===== src/common/aout_pkg.sv =====
// Purpose: Constants and types for the analog output channel control.
// Assumes: pclk at 10 MHz, APB with 32-bit data, one word per register.
// Notes: Signal levels are signed 16-bit, in uA for current, mV for voltage.
`default_nettype none
package aout_pkg;
  localparam int CLK_MHZ        = 10;
  localparam int WDT_TIMEOUT_US = 100000;

  localparam logic [7:0] A_CFG  = 8'h00;
  localparam logic [7:0] A_ELO  = 8'h04;
  localparam logic [7:0] A_EHI  = 8'h08;
  localparam logic [7:0] A_ULO  = 8'h0c;
  localparam logic [7:0] A_UHI  = 8'h10;
  localparam logic [7:0] A_FVAL = 8'h14;
  localparam logic [7:0] A_CMD  = 8'h18;
  localparam logic [7:0] A_CTL  = 8'h1c;
  localparam logic [7:0] A_STAT = 8'h20;
  localparam logic [7:0] A_LVL  = 8'h24;

  localparam int B_DIS = 0;
  localparam int B_ALE = 8;
  localparam int B_FM  = 9;
  localparam int C_UNL  = 0;
  localparam int C_EN   = 1;
  localparam int C_KICK = 2;
  localparam int S_UNDER = 0;
  localparam int S_OVER  = 1;
  localparam int S_LERR  = 2;
  localparam int S_CFGE  = 3;
  localparam int S_BAD   = 4;
  localparam int S_FLT   = 5;
  localparam int S_WDT   = 6;
  localparam int S_DRV   = 7;

  typedef logic signed [15:0] lvl_t;
  typedef struct packed { lvl_t lo; lvl_t hi; } span_t;
  typedef enum logic [2:0] {RG_0_20MA, RG_4_20MA, RG_0_5V, RG_0_10V,
                            RG_PM10V} range_t;
  typedef enum logic [1:0] {CL_RANGE, CL_LIMIT, CL_USER, CL_BAD} clamp_t;

  localparam lvl_t ENG_LO_RST = 16'h0000;
  localparam lvl_t ENG_HI_RST = 16'h4e20;
  localparam lvl_t LVL_MAX    = 16'h7fff;
  localparam lvl_t LVL_MIN    = 16'h8000;

  // Nominal span per range; an unknown code falls back to 0-20 mA.
  function automatic span_t range_span(input logic [2:0] r);
    case (r)
      RG_4_20MA: range_span = '{16'h0fa0, 16'h4e20};
      RG_0_5V:   range_span = '{16'h0000, 16'h1388};
      RG_0_10V:  range_span = '{16'h0000, 16'h2710};
      RG_PM10V:  range_span = '{16'hd8f0, 16'h2710};
      default:   range_span = '{16'h0000, 16'h4e20};
    endcase
  endfunction : range_span

  function automatic span_t limit_span(input logic [2:0] r);
    case (r)
      RG_4_20MA: limit_span = '{16'h0c80, 16'h5208};
      RG_0_5V:   limit_span = '{16'h0000, 16'h1482};
      RG_0_10V:  limit_span = '{16'h0000, 16'h2904};
      RG_PM10V:  limit_span = '{16'hd6fc, 16'h2904};
      default:   limit_span = '{16'h0000, 16'h5208};
    endcase
  endfunction : limit_span
endpackage : aout_pkg
`default_nettype wire


===== src/rtl/aout_channel.sv =====
// Purpose: Setup decode, clamping, scaling and fault handling of one
//          analog output channel, with its registers on APB.
// Assumes: Fault and load error arrive asynchronously on pins.
// Notes: Registers answer with one wait state; outputs are registered.
`timescale 1ns/10ps
`default_nettype none
module aout_channel #(
  parameter int unsigned WDT_CYCLES =
    aout_pkg::WDT_TIMEOUT_US * aout_pkg::CLK_MHZ
) (
  input  wire logic         pclk,
  input  wire logic         presetn,
  input  wire logic         psel,
  input  wire logic         penable,
  input  wire logic         pwrite,
  input  wire logic [7:0]   paddr,
  input  wire logic [31:0]  pwdata,
  output logic      [31:0]  prdata,
  output logic              pready,
  output logic              pslverr,
  input  wire logic         fault_in,
  input  wire logic         load_err_in,
  output aout_pkg::lvl_t    level_out,
  output logic              drive_en,
  output logic              wdt_reset
);

  typedef struct packed {
    logic [15:0]    cfg;
    aout_pkg::lvl_t eng_lo_w;
    aout_pkg::lvl_t eng_hi_w;
    aout_pkg::lvl_t eng_lo;
    aout_pkg::lvl_t eng_hi;
    aout_pkg::lvl_t user_lo;
    aout_pkg::lvl_t user_hi;
    aout_pkg::lvl_t fault_val;
    aout_pkg::lvl_t cmd;
    aout_pkg::lvl_t level;
    logic           ctl_en;
    logic           drv;
    logic [1:0]     s1;
    logic [1:0]     s2;
    logic [1:0]     s3;
    logic [1:0]     pins;
    logic           under;
    logic           over;
    logic           lerr;
    logic           cfg_err;
    logic           bad;
    logic [31:0]    wdt_cnt;
    logic           wdt_fired;
    logic           wdt_rst;
    logic [31:0]    prdata;
    logic           pready;
    logic           pslverr;
  } st_t;

  st_t r;
  st_t n;

  function automatic aout_pkg::lvl_t clip(input aout_pkg::lvl_t v,
                                          input aout_pkg::span_t s);
    if (v < s.lo) begin
      clip = s.lo;
    end else if (v > s.hi) begin
      clip = s.hi;
    end else begin
      clip = v;
    end
  endfunction : clip

  // Wide intermediate keeps the product exact; the result saturates.
  function automatic aout_pkg::lvl_t scale(input aout_pkg::lvl_t v,
                                           input aout_pkg::lvl_t elo,
                                           input aout_pkg::lvl_t ehi,
                                           input aout_pkg::span_t s);
    logic signed [39:0] num;
    logic signed [39:0] den;
    logic signed [39:0] q;
    num = (40'(v) - 40'(elo)) * (40'(s.hi) - 40'(s.lo));
    den = 40'(ehi) - 40'(elo);
    if (den <= 40'(16'sh0000)) begin
      den = 40'h0000000001;
    end
    q = num / den + 40'(s.lo);
    if (q > 40'(aout_pkg::LVL_MAX)) begin
      scale = aout_pkg::LVL_MAX;
    end else if (q < 40'(aout_pkg::LVL_MIN)) begin
      scale = aout_pkg::LVL_MIN;
    end else begin
      scale = q[15:0];
    end
  endfunction : scale

  logic [2:0]        rng;
  aout_pkg::clamp_t  lcl;
  aout_pkg::clamp_t  hcl;
  logic              dis;
  logic              ale;
  logic              fmode;
  aout_pkg::span_t   rs;
  aout_pkg::span_t   ls;
  aout_pkg::lvl_t    lo_th;
  aout_pkg::lvl_t    hi_th;
  aout_pkg::lvl_t    sig;
  aout_pkg::lvl_t    clamped;
  logic              under_c;
  logic              over_c;
  logic              flt;
  logic              lu;
  logic              hu;
  logic              cfg_err_c;
  logic              wr_go;
  logic              ctl_wr;
  logic              unl;
  logic              kick;
  logic              wdt_exp;

  assign dis   = r.cfg[aout_pkg::B_DIS];
  assign rng   = r.cfg[3:1];
  assign lcl   = aout_pkg::clamp_t'(r.cfg[5:4]);
  assign hcl   = aout_pkg::clamp_t'(r.cfg[7:6]);
  assign ale   = r.cfg[aout_pkg::B_ALE];
  assign fmode = r.cfg[aout_pkg::B_FM];
  assign rs    = aout_pkg::range_span(rng);
  assign ls    = aout_pkg::limit_span(rng);
  assign lu    = lcl == aout_pkg::CL_USER;
  assign hu    = hcl == aout_pkg::CL_USER;

  // A reserved clamp code behaves as the range value and is flagged.
  assign lo_th = (lcl == aout_pkg::CL_LIMIT) ? ls.lo :
                 lu ? clip(r.user_lo, ls) : rs.lo;
  assign hi_th = (hcl == aout_pkg::CL_LIMIT) ? ls.hi :
                 hu ? clip(r.user_hi, ls) : rs.hi;

  assign sig     = scale(r.cmd, r.eng_lo, r.eng_hi, rs);
  assign under_c = !dis && (sig <= lo_th);
  assign over_c  = !dis && (sig >= hi_th);
  assign clamped = (sig <= lo_th) ? lo_th :
                   (sig >= hi_th) ? hi_th : sig;

  // Range and reserved-code checks always run; each user-value check only runs while its field selects the user value.
  assign cfg_err_c =
    (rng > aout_pkg::RG_PM10V) ||
    (lcl == aout_pkg::CL_BAD) || (hcl == aout_pkg::CL_BAD) ||
    (lu && hu && !(r.user_hi > r.user_lo)) ||
    (lu && (r.user_lo < ls.lo || r.user_lo > ls.hi)) ||
    (hu && (r.user_hi < ls.lo || r.user_hi > ls.hi)) ||
    (hu && !(r.user_hi > ls.lo && r.user_hi >= rs.lo)) ||
    (lu && !hu && !(r.user_lo < hi_th));

  assign flt     = r.pins[0] || r.wdt_fired;
  assign wr_go   = psel && penable && pwrite && r.pready;
  assign ctl_wr  = wr_go && (paddr == aout_pkg::A_CTL);
  assign unl     = ctl_wr && pwdata[aout_pkg::C_UNL];
  assign kick    = ctl_wr && pwdata[aout_pkg::C_KICK];
  assign wdt_exp = !kick && (r.wdt_cnt == 32'(WDT_CYCLES - 1));

  always_comb begin
    n = r;
    n.wdt_rst = 1'h0;
    n.pready  = 1'h0;
    n.pslverr = 1'h0;
    n.s1 = {load_err_in, fault_in};
    n.s2 = r.s1;
    n.s3 = r.s2;
    for (int i = 0; i < 2; i++) begin
      if (r.s2[i] == r.s3[i]) begin
        n.pins[i] = r.s3[i];
      end
    end

    // First access cycle prepares the answer, the next one completes.
    if (psel && penable && !r.pready) begin
      n.pready = 1'h1;
      n.prdata = '0;
      unique case (paddr)
        aout_pkg::A_CFG:  n.prdata[15:0] = r.cfg;
        aout_pkg::A_ELO:  n.prdata[15:0] = r.eng_lo_w;
        aout_pkg::A_EHI:  n.prdata[15:0] = r.eng_hi_w;
        aout_pkg::A_ULO:  n.prdata[15:0] = r.user_lo;
        aout_pkg::A_UHI:  n.prdata[15:0] = r.user_hi;
        aout_pkg::A_FVAL: n.prdata[15:0] = r.fault_val;
        aout_pkg::A_CMD:  n.prdata[15:0] = r.cmd;
        aout_pkg::A_CTL:  n.prdata[aout_pkg::C_EN] = r.ctl_en;
        aout_pkg::A_STAT: begin
          n.prdata[aout_pkg::S_UNDER] = r.under;
          n.prdata[aout_pkg::S_OVER]  = r.over;
          n.prdata[aout_pkg::S_LERR]  = r.lerr;
          n.prdata[aout_pkg::S_CFGE]  = r.cfg_err;
          n.prdata[aout_pkg::S_BAD]   = r.bad;
          n.prdata[aout_pkg::S_FLT]   = flt;
          n.prdata[aout_pkg::S_WDT]   = r.wdt_fired;
          n.prdata[aout_pkg::S_DRV]   = r.drv;
        end
        aout_pkg::A_LVL:  n.prdata[15:0] = r.level;
        default:          n.pslverr = 1'h1;
      endcase
    end

    if (wr_go) begin
      unique case (paddr)
        aout_pkg::A_CFG:  n.cfg       = pwdata[15:0];
        aout_pkg::A_ELO:  n.eng_lo_w  = pwdata[15:0];
        aout_pkg::A_EHI:  n.eng_hi_w  = pwdata[15:0];
        aout_pkg::A_ULO:  n.user_lo   = pwdata[15:0];
        aout_pkg::A_UHI:  n.user_hi   = pwdata[15:0];
        aout_pkg::A_FVAL: n.fault_val = pwdata[15:0];
        aout_pkg::A_CMD:  n.cmd       = pwdata[15:0];
        aout_pkg::A_CTL:  n.ctl_en    = pwdata[aout_pkg::C_EN];
        default: begin
        end
      endcase
    end

    // A reversed or equal pair leaves the last good scaling in force.
    if (r.eng_lo_w < r.eng_hi_w) begin
      n.eng_lo = r.eng_lo_w;
      n.eng_hi = r.eng_hi_w;
      n.bad    = 1'h0;
    end else begin
      n.bad    = 1'h1;
    end
    n.cfg_err = cfg_err_c;

    // A fresh condition wins over a release in the same cycle.
    n.under = under_c || (ale && r.under && !unl);
    n.over  = over_c || (ale && r.over && !unl);
    n.lerr  = (!dis && r.pins[1]) || (ale && r.lerr && !unl);

    if (wdt_exp) begin
      n.level = '0;
    end else if (flt) begin
      n.level = fmode ? r.fault_val : r.level;
    end else begin
      n.level = clamped;
    end

    // The watchdog keeps firing each period until software kicks it.
    if (kick) begin
      n.wdt_cnt   = '0;
      n.wdt_fired = 1'h0;
    end else if (wdt_exp) begin
      n.wdt_cnt   = '0;
      n.wdt_fired = 1'h1;
      n.wdt_rst   = 1'h1;
      n.ctl_en    = 1'h0;
    end else begin
      n.wdt_cnt   = r.wdt_cnt + 32'h00000001;
    end
    n.drv = r.ctl_en && !dis && !r.wdt_fired;
  end

  always_ff @(posedge pclk or negedge presetn) begin
    if (!presetn) begin
      r          <= '0;
      r.eng_lo_w <= aout_pkg::ENG_LO_RST;
      r.eng_hi_w <= aout_pkg::ENG_HI_RST;
      r.eng_lo   <= aout_pkg::ENG_LO_RST;
      r.eng_hi   <= aout_pkg::ENG_HI_RST;
    end else begin
      r <= n;
    end
  end

  assign prdata    = r.prdata;
  assign pready    = r.pready;
  assign pslverr   = r.pslverr;
  assign level_out = r.level;
  assign drive_en  = r.drv;
  assign wdt_reset = r.wdt_rst;
endmodule : aout_channel
`default_nettype wire


===== config.mk =====
export PLATFORM = sky130hd
export DESIGN_NAME = aout_channel
export DESIGN_NICKNAME = d
export VERILOG_FILES = /design/src/common/aout_pkg.sv /design/src/rtl/aout_channel.sv
export SDC_FILE = /design/constraint.sdc
export NUM_CORES = 2
export LEC_CHECK = 0
export BUFFER_PORTS_ARGS = -buffer_cell sky130_fd_sc_hd__buf_2
export CORE_MARGIN = 8
export CORE_UTILIZATION = 50
export CTS_CLUSTER_SIZE = 25
export DETAILED_ROUTE_END_ITERATION = 10
export PLACE_DENSITY = 0.73
export SYNTH_ARGS = -nofsm -noshare
export SYNTH_HDL_FRONTEND = slang
export SYNTH_SLANG_ARGS = --single-unit

===== constraint.sdc =====
create_clock -name pclk -period 105.6 [get_ports pclk]
set_input_delay 10.56 -clock pclk [delete_from_list [all_inputs] [get_ports pclk]]
set_output_delay 10.56 -clock pclk [all_outputs]
set_load 0.005 [all_outputs]

==> run summary <==
Outcome = finished, final reports clean
Routed vias = 84.92k
DRT Pass-1 Iters = 6
Fin. Hold Viols = 0
Relative slew slack = 23.18%
Latest clock arrival within the worst-skew pair = 0.51 ns
Synth Area in Adders = 25.48%
Final min period = 100.99 ns
Slowest cell delay on critical path = 0.66 ns
First-pass GRT wire length = 437900 microns
Post-synthesis compound-gate area fraction = 27.91%
Number of synthesized register bits = 227
# fillers = 13.26k
Post-synth cell types = 109
CP max FO = 23
Synth warnings = 0
Largest net degree at the start of global routing = 143
Area delta synth->final = 25.73%
Synth Area per Inst = 7.314 sq um
Final WL = 281000 microns
Final Max Slew Viols = 0
Most used cell along the critical path = buf_4
Slowest cell on crit path = or4b_2
Worst Hold Class = reg -> reg
Worst-margin pin slew = 1.152 ns
Hold wc startpoint = n[78]
Die height = 400.3 microns
Tcrit/Tclk final = 95.64%
Cts hold-fix bufs = 0
Post-synthesis instance total = 10.10k
Core area = 0.1471 sq mm
Initial antenna violation count = 1
FP Rows = 141
Max cap viols = 0
CTS tree = built
Reg2Reg Depth = 482
Ys async rst share = 100.0%
Largest family of logic cells by synthesized area = compound AO/OA/AOI/OAI gates
DRT antenna net count = 0
CP Launch Point = r[99]
Synth Flop Type = dfrtp_1
DIE AREA = 0.1603 sq mm
Post-DR vias/cell = 6.066
Worst setup SP type = register
Setup crit end kind = register
Fmax = 0.009902 GHz
Setup TNS = 0 ns
Initial DRC count = 7315
Worst Path Arrival = 101.39 ns
Post-synth EDFFs = 0
IO buf count = 66
Drt wl/cell = 20.07 microns
Register area share after synthesis = 7.708%
Sink Count = 227
Skew final = 0.01626 ns
# setup viols final = 0
DP HPWL = 231900 microns
Reg2reg setup slack = 4.61 ns
Worst hold path depth = 0
Top Ports = 99
Reg clk slew, reported paths = 0.06 ns
XOR/XNOR share of the synthesized area = 7.791%
CP required = 106.00 ns
Root Driver = clkbuf_16
Mapped cell area = 0.07386 sq mm
Die width = 400.3 microns
Post-synthesis mux area share = 4.230%
R2R Path End = level_out[12]
GRT Resource Usage Total = 32.75%
Number of global-route vias before repair = 82.49k
Global route overflow = 0
Layout Utilization = 63.11%
Critical path type = reg -> reg
R2R Path Start = r[99]
Synth Area in Simple Gates = 21.45%
H-tree levels = 1
Initial Utilization = 50.20%
CTS max path bufs = 3
Hold Path End = n[76]
Num CTS Buffers = 21
Nets = 13.46k
GPL Wtd Cong = 1.020
Layout cell share with drive strength beyond 1 = 21.33%
DRC errors left = 0
## synthesized netlist by cell type (237+ instances only)
| cell | number | area, sq um |
|---|---|---|
| ha_1 | 1124 | 14060 |
| nor3_1 | 268 | 1341 |
| clkbuf_1 | 274 | 1028 |
| o21ai_0 | 701 | 3508 |
| nor2_1 | 911 | 3420 |
| a21oi_1 | 811 | 4059 |
| xor2_1 | 241 | 2111 |
| a21o_1 | 369 | 2770 |
| nand2_1 | 1060 | 3979 |
| xnor2_1 | 416 | 3643 |
| inv_1 | 652 | 2447 |
| o21a_1 | 237 | 1779 |
## layout by cell type (no fill, tap or decap), types with 66 or more instances in the layout
| cell type | instances |
|---|---|
| buf_4 | 1828 |
| ha_1 | 1120 |
| nand2_1 | 1047 |
| nor2_1 | 898 |
| a21oi_1 | 769 |
| o21ai_0 | 649 |
| inv_1 | 648 |
| xnor2_1 | 413 |
| conb_1 | 374 |
| a21o_1 | 368 |
| nor3_1 | 257 |
| xor2_1 | 240 |
| o21a_1 | 237 |
| fa_1 | 234 |
| nand3_1 | 218 |
| dfrtp_1 | 215 |
| mux2_2 | 199 |
| nor2b_1 | 151 |
| or3_1 | 134 |
| a31oi_1 | 119 |
| nand4_1 | 118 |
| nand2b_1 | 111 |
| o21bai_1 | 84 |
| mux2i_1 | 82 |
| o211ai_1 | 81 |
| a211oi_1 | 75 |
| and3_1 | 71 |
| or2_2 | 70 |
| o31ai_1 | 66 |
## registers in the layout, indices dropped and copies added (netlist names)
| name | cells |
|---|---|
| pslverr | 1 |
| pready | 1 |
| fmode | 1 |
| dis | 1 |
| wdt_reset | 1 |
| r | 180 |
| n | 4 |
| hcl | 2 |
| level_out | 16 |
| lcl | 2 |
| prdata | 16 |
| drive_en | 1 |
| ale | 1 |
## worst max path at each step
stage	slack, ns	to	cells after the start
after floorplan	0.03	level_out[11]	479
after global placement	-1.83	level_out[6]	472
after detailed placement	-3.03	level_out[12]	479
after CTS	0.003	level_out[12]	485
after global routing	-0.43	level_out[1]	500
final	4.61	level_out[12]	482
## final cells by class
type                       instances  area (sq um)  share of cell area [%]
antenna                            1         2.502                0.002695
clock buffer                      31         603.1                  0.6494
clock inverter                     7         63.81                 0.06872
inverter                         656          2474                   2.664
multi-input combinational       9225         67070                   72.22
sequential                       227          5698                   6.136
tap                             1930          2415                   2.600
timing repair buffer            1923         14540                   15.66
## critical path: cells and delay by family, from the launching register on
family | cells | cell delay, ns
adder cells (fa/ha/maj) | 48 | 15.65
flip-flops | 1 | 0.39
AO/OA/AOI/OAI | 254 | 50.08
XOR/XNOR | 4 | 0.49
multiplexers | 3 | 1.00
AND/OR/NAND/NOR | 108 | 22.26
buffers and inverters | 65 | 10.67
## metal layers
metal	global-route usage (%)	vias to the layer above	wire length, microns	share of wire [%]
met3	3.442	849	21460	7.6
met2	54.36	3572	125700	45
met4	14.23	2	14930	5.3
met5	0	-	11	0.0039
li1	-	40270	-	-
met1	43.12	40230	118900	42
## kinds of logic after synthesis
family | after synthesis
other cells | 2
simple gates | 3369
xor+xnor | 657
mux | 286
compound gates | 3176
fa+ha+maj | 1363
flops | 227
buf+inv | 1018
## what timing repair did
action	in CTS	in global routing
gates resized for setup	50	285
pin swaps	3	43
gates cloned	0	0
setup endpoints to repair	18	18
setup buffers	1	45
## through the flow
| stage | cells | cell area [sq um] | hold WS [ns] | setup WS (ns) |
|---|---|---|---|---|
| floorplan | 10470 | 75270 | 0.3312 | 0.02532 |
| global placement | 13920 | 90530 | 0.3322 | -1.831 |
| detailed placement | 13920 | 90530 | 0.3364 | -3.029 |
| CTS | 13950 | 91440 | 0.3508 | 0.003425 |
| global route | 14000 | 92860 | 0.3662 | -0.4261 |
| finish | 14000 | 92860 | 0.3481 | 4.608 |
Power is not shown: default switching activity piles up to over one toggle a cycle in this logic, so the estimate is an artifact.
